### src/verilog/phzds_pkg.sv
// package: register map, field positions and reset values of the pll holdover/zero-delay bank
package phzds_pkg;

  // ******************************************************************
  // register offsets on the serial control port
  // ******************************************************************
  localparam logic [9:0] ADDR_HOLDOVER_CTRL = 10'h01d;
  localparam logic [9:0] ADDR_ZERO_DELAY    = 10'h01e;
  localparam logic [9:0] ADDR_STATUS        = 10'h01f;

  // ******************************************************************
  // holdover_and_status_control fields
  // ******************************************************************
  localparam int HSC_STATUS_DIS_BIT = 4;
  localparam int HSC_LD_CMP_EN_BIT  = 3;
  localparam int HSC_EXT_HOLD_BIT   = 1;
  localparam int HSC_HOLD_EN_BIT    = 0;
  localparam logic [7:0] HSC_WRITE_MASK = 8'h1b;
  localparam logic [7:0] HSC_RESET      = 8'h00;

  // ******************************************************************
  // zero_delay_control fields
  // ******************************************************************
  localparam int ZDC_DIV_LSB     = 3;
  localparam int ZDC_DIV_MSB     = 4;
  localparam int ZDC_EXT_MODE_BIT = 2;
  localparam int ZDC_ENABLE_BIT  = 1;
  localparam logic [7:0] ZDC_WRITE_MASK = 8'h1e;
  localparam logic [7:0] ZDC_RESET      = 8'h00;

  // ******************************************************************
  // pll_readback_status fields
  // ******************************************************************
  localparam int STS_VCO_CAL_BIT   = 6;
  localparam int STS_HOLD_ACT_BIT  = 5;
  localparam int STS_SECOND_REFERENCE_INPUT_SEL_BIT  = 4;
  localparam int STS_VCO_FREQ_BIT  = 3;
  localparam int STS_SECOND_REFERENCE_INPUT_FREQ_BIT = 2;
  localparam int STS_FIRST_REFERENCE_INPUT_FREQ_BIT = 1;
  localparam int STS_LOCK_BIT      = 0;
  localparam int STS_WIDTH         = 7;
  localparam logic [6:0] STS_RESET = 7'h00;

  // ******************************************************************
  // misc values
  // ******************************************************************
  localparam logic [7:0] READ_UNMAPPED = 8'h00;
  localparam logic [7:0] RDATA_RESET   = 8'h00;
  localparam logic [3:0] HCTL_RESET    = 4'h8;
  localparam logic [2:0] ZCTL_RESET    = 3'h0;
  localparam logic [1:0] DIV_RESET     = 2'h0;

  typedef enum logic [1:0] {
    PHZDS_ZD_OFF,
    PHZDS_ZD_INTERNAL,
    PHZDS_ZD_EXTERNAL
  } phzds_zd_mode_t;

endpackage

### src/verilog/phzds_sample_reg.sv
// module: capture register that follows its source only while refresh is on
`timescale 1ns/1ns
`default_nettype none

module phzds_sample_reg #(
  parameter int              WIDTH = 7,
  parameter logic [WIDTH-1:0] INIT = '0
) (
  input  wire logic             clk,
  input  wire logic             resetn,
  input  wire logic             refresh,
  input  wire logic [WIDTH-1:0] src,
  output logic      [WIDTH-1:0] q
);

  logic [WIDTH-1:0] q_r;
  logic [WIDTH-1:0] q_nxt;

  // holding the last value lets software read a frozen snapshot
  always_comb
  begin
    q_nxt = q_r;
    if (refresh)
    begin
      q_nxt = src;
    end
  end

  always_ff @(posedge clk or negedge resetn)
  begin
    if (!resetn)
    begin
      q_r <= INIT;
    end
    else
    begin
      q_r <= q_nxt;
    end
  end

  assign q = q_r;

endmodule

`default_nettype wire

### src/verilog/phzds_top.sv
// module: pll holdover, zero-delay and readback status register bank
`timescale 1ns/1ns
`default_nettype none

module phzds_top (
  input  wire logic       clk,
  input  wire logic       resetn,
  // register port from the serial control port engine
  input  wire logic [9:0] reg_addr,
  input  wire logic       reg_wr,
  input  wire logic [7:0] reg_wdata,
  input  wire logic       reg_rd,
  output logic      [7:0] reg_rdata,
  output logic            reg_rvalid,
  // status sources from the pll and monitor circuits
  input  wire logic       vco_cal_done,
  input  wire logic       holdover_active,
  input  wire logic       second_reference_selected,
  input  wire logic       vco_freq_above,
  input  wire logic       second_reference_input_freq_above,
  input  wire logic       first_reference_input_freq_above,
  input  wire logic       digital_lock,
  // lock_detect_pin level as seen by the comparator
  input  wire logic       lock_detect_pin,
  // controls to the holdover controller
  output logic            holdover_enable,
  output logic            internal_holdover_en,
  output logic            external_holdover_sel,
  output logic            holdover_lock_detect,
  // controls to the zero-delay logic
  output logic            zero_delay_en,
  output logic            zero_delay_internal,
  output logic            zero_delay_external,
  output logic      [1:0] zero_delay_fb_div
);

  // ******************************************************************
  // register write side
  // ******************************************************************
  logic [7:0] hsc_r;
  logic [7:0] hsc_nxt;
  logic [7:0] zdc_r;
  logic [7:0] zdc_nxt;

  always_comb
  begin
    hsc_nxt = hsc_r;
    zdc_nxt = zdc_r;
    if (reg_wr)
    begin
      case (reg_addr)
        phzds_pkg::ADDR_HOLDOVER_CTRL:
        begin
          hsc_nxt = reg_wdata & phzds_pkg::HSC_WRITE_MASK;
        end
        phzds_pkg::ADDR_ZERO_DELAY:
        begin
          zdc_nxt = reg_wdata & phzds_pkg::ZDC_WRITE_MASK;
        end
        phzds_pkg::ADDR_STATUS:
        begin
          // the snapshot is read only; a write must not disturb it
          hsc_nxt = hsc_r;
          zdc_nxt = zdc_r;
        end
        default:
        begin
          // unmapped writes change nothing
          hsc_nxt = hsc_r;
          zdc_nxt = zdc_r;
        end
      endcase
    end
  end

  always_ff @(posedge clk or negedge resetn)
  begin
    if (!resetn)
    begin
      hsc_r <= phzds_pkg::HSC_RESET;
      zdc_r <= phzds_pkg::ZDC_RESET;
    end
    else
    begin
      hsc_r <= hsc_nxt;
      zdc_r <= zdc_nxt;
    end
  end

  // ******************************************************************
  // readback status capture
  // ******************************************************************
  logic       refresh_on;
  logic [6:0] sts_src;
  logic [6:0] sts_q;

  assign refresh_on = ~hsc_r[phzds_pkg::HSC_STATUS_DIS_BIT];

  always_comb
  begin
    sts_src = '0;
    sts_src[phzds_pkg::STS_VCO_CAL_BIT]   = vco_cal_done;
    sts_src[phzds_pkg::STS_HOLD_ACT_BIT]  = holdover_active;
    sts_src[phzds_pkg::STS_SECOND_REFERENCE_INPUT_SEL_BIT]  =
      second_reference_selected;
    sts_src[phzds_pkg::STS_VCO_FREQ_BIT]  = vco_freq_above;
    sts_src[phzds_pkg::STS_SECOND_REFERENCE_INPUT_FREQ_BIT] =
      second_reference_input_freq_above;
    sts_src[phzds_pkg::STS_FIRST_REFERENCE_INPUT_FREQ_BIT] =
      first_reference_input_freq_above;
    sts_src[phzds_pkg::STS_LOCK_BIT]      = digital_lock;
  end

  // one cycle of capture latency; a frozen snapshot stays readable
  phzds_sample_reg #(
    .WIDTH (phzds_pkg::STS_WIDTH),
    .INIT  (phzds_pkg::STS_RESET)
  ) u_status (
    .clk     (clk),
    .resetn  (resetn),
    .refresh (refresh_on),
    .src     (sts_src),
    .q       (sts_q)
  );

  // ******************************************************************
  // register read side
  // ******************************************************************
  logic [7:0] rdata_r;
  logic [7:0] rdata_nxt;
  logic       rvalid_r;
  logic       rvalid_nxt;

  always_comb
  begin
    rdata_nxt  = rdata_r;
    rvalid_nxt = reg_rd;
    if (reg_rd)
    begin
      case (reg_addr)
        phzds_pkg::ADDR_HOLDOVER_CTRL:
        begin
          rdata_nxt = hsc_r;
        end
        phzds_pkg::ADDR_ZERO_DELAY:
        begin
          rdata_nxt = zdc_r;
        end
        phzds_pkg::ADDR_STATUS:
        begin
          rdata_nxt = {1'b0, sts_q};
        end
        default:
        begin
          rdata_nxt = phzds_pkg::READ_UNMAPPED;
        end
      endcase
    end
  end

  always_ff @(posedge clk or negedge resetn)
  begin
    if (!resetn)
    begin
      rdata_r  <= phzds_pkg::RDATA_RESET;
      rvalid_r <= 1'b0;
    end
    else
    begin
      rdata_r  <= rdata_nxt;
      rvalid_r <= rvalid_nxt;
    end
  end

  assign reg_rdata  = rdata_r;
  assign reg_rvalid = rvalid_r;

  // ******************************************************************
  // holdover controls
  // ******************************************************************
  // outputs are registered, so holdover_lock_detect follows a pin change by one clock
  // and each output follows a write by two; the analog side cares about levels, not edges
  logic [3:0] hctl_nxt;
  logic [3:0] hctl_r;

  always_comb
  begin
    hctl_nxt    = '0;
    hctl_nxt[0] = hsc_r[phzds_pkg::HSC_HOLD_EN_BIT];
    hctl_nxt[1] = hsc_r[phzds_pkg::HSC_HOLD_EN_BIT] &
                  ~hsc_r[phzds_pkg::HSC_EXT_HOLD_BIT];
    hctl_nxt[2] = hsc_r[phzds_pkg::HSC_EXT_HOLD_BIT];
    // comparator off: controller must see a locked (high) pin
    if (hsc_r[phzds_pkg::HSC_LD_CMP_EN_BIT])
    begin
      hctl_nxt[3] = lock_detect_pin;
    end
    else
    begin
      hctl_nxt[3] = 1'b1;
    end
  end

  always_ff @(posedge clk or negedge resetn)
  begin
    if (!resetn)
    begin
      hctl_r <= phzds_pkg::HCTL_RESET;
    end
    else
    begin
      hctl_r <= hctl_nxt;
    end
  end

  assign holdover_enable       = hctl_r[0];
  assign internal_holdover_en  = hctl_r[1];
  assign external_holdover_sel = hctl_r[2];
  assign holdover_lock_detect  = hctl_r[3];

  // ******************************************************************
  // zero-delay controls
  // ******************************************************************
  phzds_pkg::phzds_zd_mode_t zd_mode;
  logic [2:0]                zctl_nxt;
  logic [2:0]                zctl_r;
  logic [1:0]                div_nxt;
  logic [1:0]                div_r;

  always_comb
  begin
    zd_mode = phzds_pkg::PHZDS_ZD_OFF;
    if (zdc_r[phzds_pkg::ZDC_ENABLE_BIT])
    begin
      if (zdc_r[phzds_pkg::ZDC_EXT_MODE_BIT])
      begin
        zd_mode = phzds_pkg::PHZDS_ZD_EXTERNAL;
      end
      else
      begin
        zd_mode = phzds_pkg::PHZDS_ZD_INTERNAL;
      end
    end
    zctl_nxt    = '0;
    zctl_nxt[0] = zdc_r[phzds_pkg::ZDC_ENABLE_BIT];
    case (zd_mode)
      phzds_pkg::PHZDS_ZD_INTERNAL:
      begin
        zctl_nxt[1] = 1'b1;
      end
      phzds_pkg::PHZDS_ZD_EXTERNAL:
      begin
        zctl_nxt[2] = 1'b1;
      end
      default:
      begin
        zctl_nxt[2:1] = 2'h0;
      end
    endcase
    // the divider choice passes even while zero delay is off, so it is
    // already in place when the function gets enabled
    div_nxt = zdc_r[phzds_pkg::ZDC_DIV_MSB:
                    phzds_pkg::ZDC_DIV_LSB];
  end

  always_ff @(posedge clk or negedge resetn)
  begin
    if (!resetn)
    begin
      zctl_r <= phzds_pkg::ZCTL_RESET;
      div_r  <= phzds_pkg::DIV_RESET;
    end
    else
    begin
      zctl_r <= zctl_nxt;
      div_r  <= div_nxt;
    end
  end

  assign zero_delay_en         = zctl_r[0];
  assign zero_delay_internal   = zctl_r[1];
  assign zero_delay_external   = zctl_r[2];
  assign zero_delay_fb_div     = div_r;

endmodule

`default_nettype wire

### config.mk
export PLATFORM = sky130hd
export DESIGN_NAME = phzds_top
export DESIGN_NICKNAME = d
export VERILOG_FILES = /design/src/verilog/phzds_pkg.sv /design/src/verilog/phzds_sample_reg.sv /design/src/verilog/phzds_top.sv
export SDC_FILE = /design/constraint.sdc
export NUM_CORES = 1
export LEC_CHECK = 0
export BUFFER_PORTS_ARGS = -buffer_cell sky130_fd_sc_hd__buf_2
export CORE_ASPECT_RATIO = 0.6
export CORE_MARGIN = 10
export CORE_UTILIZATION = 51
export CTS_CLUSTER_SIZE = 16
export DETAILED_ROUTE_END_ITERATION = 16
export PLACE_DENSITY = 0.89
export SYNTH_ARGS = -nofsm -noshare
export SYNTH_HDL_FRONTEND = slang
export SYNTH_SLANG_ARGS = --single-unit
### constraint.sdc
create_clock -name clk -period 1.8 [get_ports clk]
set_input_delay 0.09 -clock clk [delete_from_list [all_inputs] [get_ports clk]]
set_output_delay 0.09 -clock clk [all_outputs]
set_load 0.01 [all_outputs]
==> results list <==
* Class of the worst hold path: primary input to flip-flop
- Start point of the critical path: hsc_r[4]$_DFFE_PN0P_
- After clock tree synthesis, the clock-pin slew on the worst setup and hold paths is approximately 60 ps.
- The repair_antennas step left the layout with diodes totalling 0.
* Max IR drop VDD: ~0.66 mV
* Startpoint-to-endpoint class of the critical path: flip-flop to flip-flop
- In this run the horizontal extent of the chip is ~85 µm.
* Post-synthesis simple-gate area fraction: 0.0982
- Highest-count cells in the layout ignoring fill and taps: buf_2, dfrtp_1, mux2_2
- Entering global routing, the biggest net connects 33 pins.
* Cell at the root of the clock tree: clkbuf_8
- Share of the cycle needed by the critical path after routing: 0.675
- Drt wl/cell: approximately 17 µm
* Std-Cell Rows: 13
- After synthesis, the netlist uses 18 different library cells.
- Period minus WS final: ~1200 ps
- Of the total synthesized cell area, the portion taken by XOR and XNOR cells is 0.
- Synth Area in Compound Gates: 0.0521
- Post-synth design cell area: 0.00127 mm²
- Among all flip-flop cells after synthesis, the most frequent one is dfrtp_1.
- Summed over all nets, the half-perimeter wirelength after detailed placement is 2290 µm.
- Count of TritonRoute iterations in the first routing pass: 4
* RSZ-0062 raised after global routing: no
- Logic pwr share: 0.069
- The library cell used most frequently in the layout, excluding fill and tap cells, is buf_2.
- Number of hold-slack violations in the final timing report: 0
- Leakage power: 0.813 nW
- The most critical setup path has its endpoint at reg_rdata[4]$_DFFE_PN0P_.
- Area overhead of the layout relative to synthesis: 25.7%
- On the final layout, the worst clock skew is ~3.2 ps.
- The average instance in the mapped netlist occupies ~14 µm².
* Clock buffer depth: 2
* Areal power density over the cells: between 800 and 900 mW/mm²
- Share of cell area taken by muxes after synthesis: 0.177
- Largest family of logic cells by synthesized area: multiplexers
* TritonCTS clock tree: yes
- Of the total synthesized cell area, the portion taken by full adders, half adders and majority gates is 0.
* Hold_ws: 5.74 ps
- The share of the Yosys chip area taken by registers is 0.630.
- The floorplan step defined a die boundary enclosing 0.00496 mm².
- The via count of the first global-routing pass is roughly 930.
- For this block, the initial DRC count from the detailed router was 73.
* Result of the run: complete, no violations
* Worst r2r src: hsc_r[4]$_DFFE_PN0P_
- Slew at the pin closest to its max-slew limit: roughly 670 ps
* Post-detailed-route DRC marker count: 0
* Number of enable-type register cells in the synthesized netlist: 0
- After global routing the overflow that remains totals 0.
- Switching fraction of total power: 0.209
- Summed over all nets, the switching power comes to between 0.0002 and 0.0003 W.
- In the final timing run, aggregate negative setup slack is 0 ps.
- Final std cell area, no fill: between 0.0015 and 0.002 mm²
- The H-tree was split into 2 levels.
* Total of flip-flops plus latches after synthesis: 32
- Net count reported at finish: approximately 170
* Number of warnings printed during yosys synthesis: 0
- RR Endpoint: reg_rdata[4]$_DFFE_PN0P_
- Number of antenna violations at the first check in global routing: 0
- In the final layout, the multi-input gates occupy about 420 µm².
- Max-cap violations in this run came to 0.
- Vertical die dimension: between 50 and 60 µm
- Detailed routing inserted a total of 884 vias.
- First-pass GRT wire length: between 4000 and 5000 µm
- In this run the tightest slew margin relative to its limit is 0.550.
* Reg power frac: 0.538
- The final layout contains routed wiring with a total length of 2890 µm.
- Avg Vias per Cell: ~5.2
* Register Area: 802 µm²
- For this design the top-level I/O count stands at between 40 and 50.
* DRT antenna net count: 0
* Worst Path Max Fanout: 9
* Placement-stage cell area: 0.00150 mm²
* Net Count, Synth: about 120
- For this run, the total global-route usage over all layers was measured as 0.116.
* Maximum clock frequency: 824 MHz
- After filler insertion, the fill cell instance count of the layout stands at around 180.
* Cell count after synthesis: 93
- Setup slack on the worst reg-to-reg path comes out at about 600 ps.
- Setup violations remaining at the end of the flow were counted as 0.
* Fraction of final layout cells with drive strength greater than 1: 0.514
- Number of slew-limit violations in the final report: 0
- At the end of routability-driven placement, the weighted congestion stood at just over 0.8.
* Area of the placeable core: approximately 0.0023 mm²
- Worst Setup End Kind: flip-flop
- Async set or reset register ratio after synthesis: 1.00
- Kind of launch point of the worst setup path: flip-flop
- Of the total power, the clock network draws 0.393.
* CTS buffer count: 5
* Clk Latency, worst-skew pair: roughly 270 ps
* Worst r2r path cells: 3
- CTS sink count: 32
- Internal power comes to between 0.001 and 0.0015 W.
- STA puts the critical path data required time at between 1500 and 2000 ps.
- In this run the tool buffered the top-level ports with between 40 and 50 buffer cells.
- The initial utilization of the core area, before any placement, comes to 0.563.
- For the worst setup path, the data arrival time is roughly 1400 ps.
## critical path: stages, from the launching register on
cell and delay (ps):
dfrtp_1 490, mux2_2 330, a22oi_1 160, o22ai_1 110
## logic make-up (layout without fill, tap and decap cells)
kind of cell           Yosys count  in the layout
flip-flops                      32             32
multiplexers                    20             20
AND/OR/NAND/NOR                 18             18
buffers and inverters           12             59
AO/OA/AOI/OAI                   10             10
other                            1              1
## synth_stat cells (2+ instances only)
master	count	area [µm²]
nand4_1	2	12.5
o22ai_1	7	43.8
nand3_1	5	25.0
nand2_1	2	7.51
a22oi_1	3	22.5
clkbuf_1	2	7.51
buf_2	2	10.0
inv_1	7	26.3
dfrtp_1	31	776
nor2b_1	5	31.3
mux2_2	20	225
## layer usage
layer  wire length, µm  GRT usage
met5                 0          0
met4                13     0.0421
met3               227     0.0508
met2              1420      0.183
met1              1230      0.137
## state kept, by name (all words and copies together) (netlist names)
| register | flops |
|---|---|
| reg_rdata | 7 |
| u_status.q | 7 |
| hctl_r | 4 |
| hsc_r | 4 |
| zdc_r | 4 |
| zctl_r | 3 |
| zero_delay_fb_div | 2 |
| reg_rvalid | 1 |
## power by group through the flow
stage	Sequential [W]	Combinational, W	Clock [W]
global route	0.000744	0.000106	0.000592
global placement	0.000754	0.0000905	0
detailed placement	0.000756	0.0000945	0
CTS	0.000743	0.0000969	0.000555
finish	0.000743	0.0000953	0.000543
floorplan	0.000754	0.0000425	0
## final cells by class
class / count / area share
flip-flops and latches: 32 / 0.501
multi-input cells: 49 / 0.262
repair buffers: 44 / 0.141
clock buffers: 8 / 0.0562
well taps: 30 / 0.0234
inverters: 7 / 0.0164
## through the flow
step           worst slack [ps]  total power (W)  cells   util
4_1_cts                     604          0.00140    170  0.708
2_1_floorplan               645         0.000796     93      -
3_3_place_gp                491         0.000845    161  0.664
5_1_grt                     526          0.00144    170  0.708
6_report                    586          0.00138    170  0.708
3_5_place_dp                443         0.000850    161  0.664
## how the worst min path moves through the flow
stage | start | endpoint | slack, ps | cells past startpoint
after global routing | lock_detect_pin | hctl_r[3]$_DFF_PN1_ | 4 | 2
final | lock_detect_pin | hctl_r[3]$_DFF_PN1_ | 6 | 2
after CTS | lock_detect_pin | hctl_r[3]$_DFF_PN1_ | 5 | 2
after floorplan | resetn | hctl_r[0]$_DFF_PN0_ | -210 | 0
after global placement | resetn | zctl_r[0]$_DFF_PN0_ | 150 | 1
after detailed placement | resetn | zero_delay_fb_div[0]$_DFF_PN0_ | 170 | 1
## repair_timing
| action | in CTS | in global routing |
|---|---|---|
| endpoints found under the hold margin | 31 | 0 |
| gates resized for setup | 0 | 0 |
| hold buffers | 1 | 0 |
| setup buffers | 0 | 0 |
(Power assumes the default switching activity.)
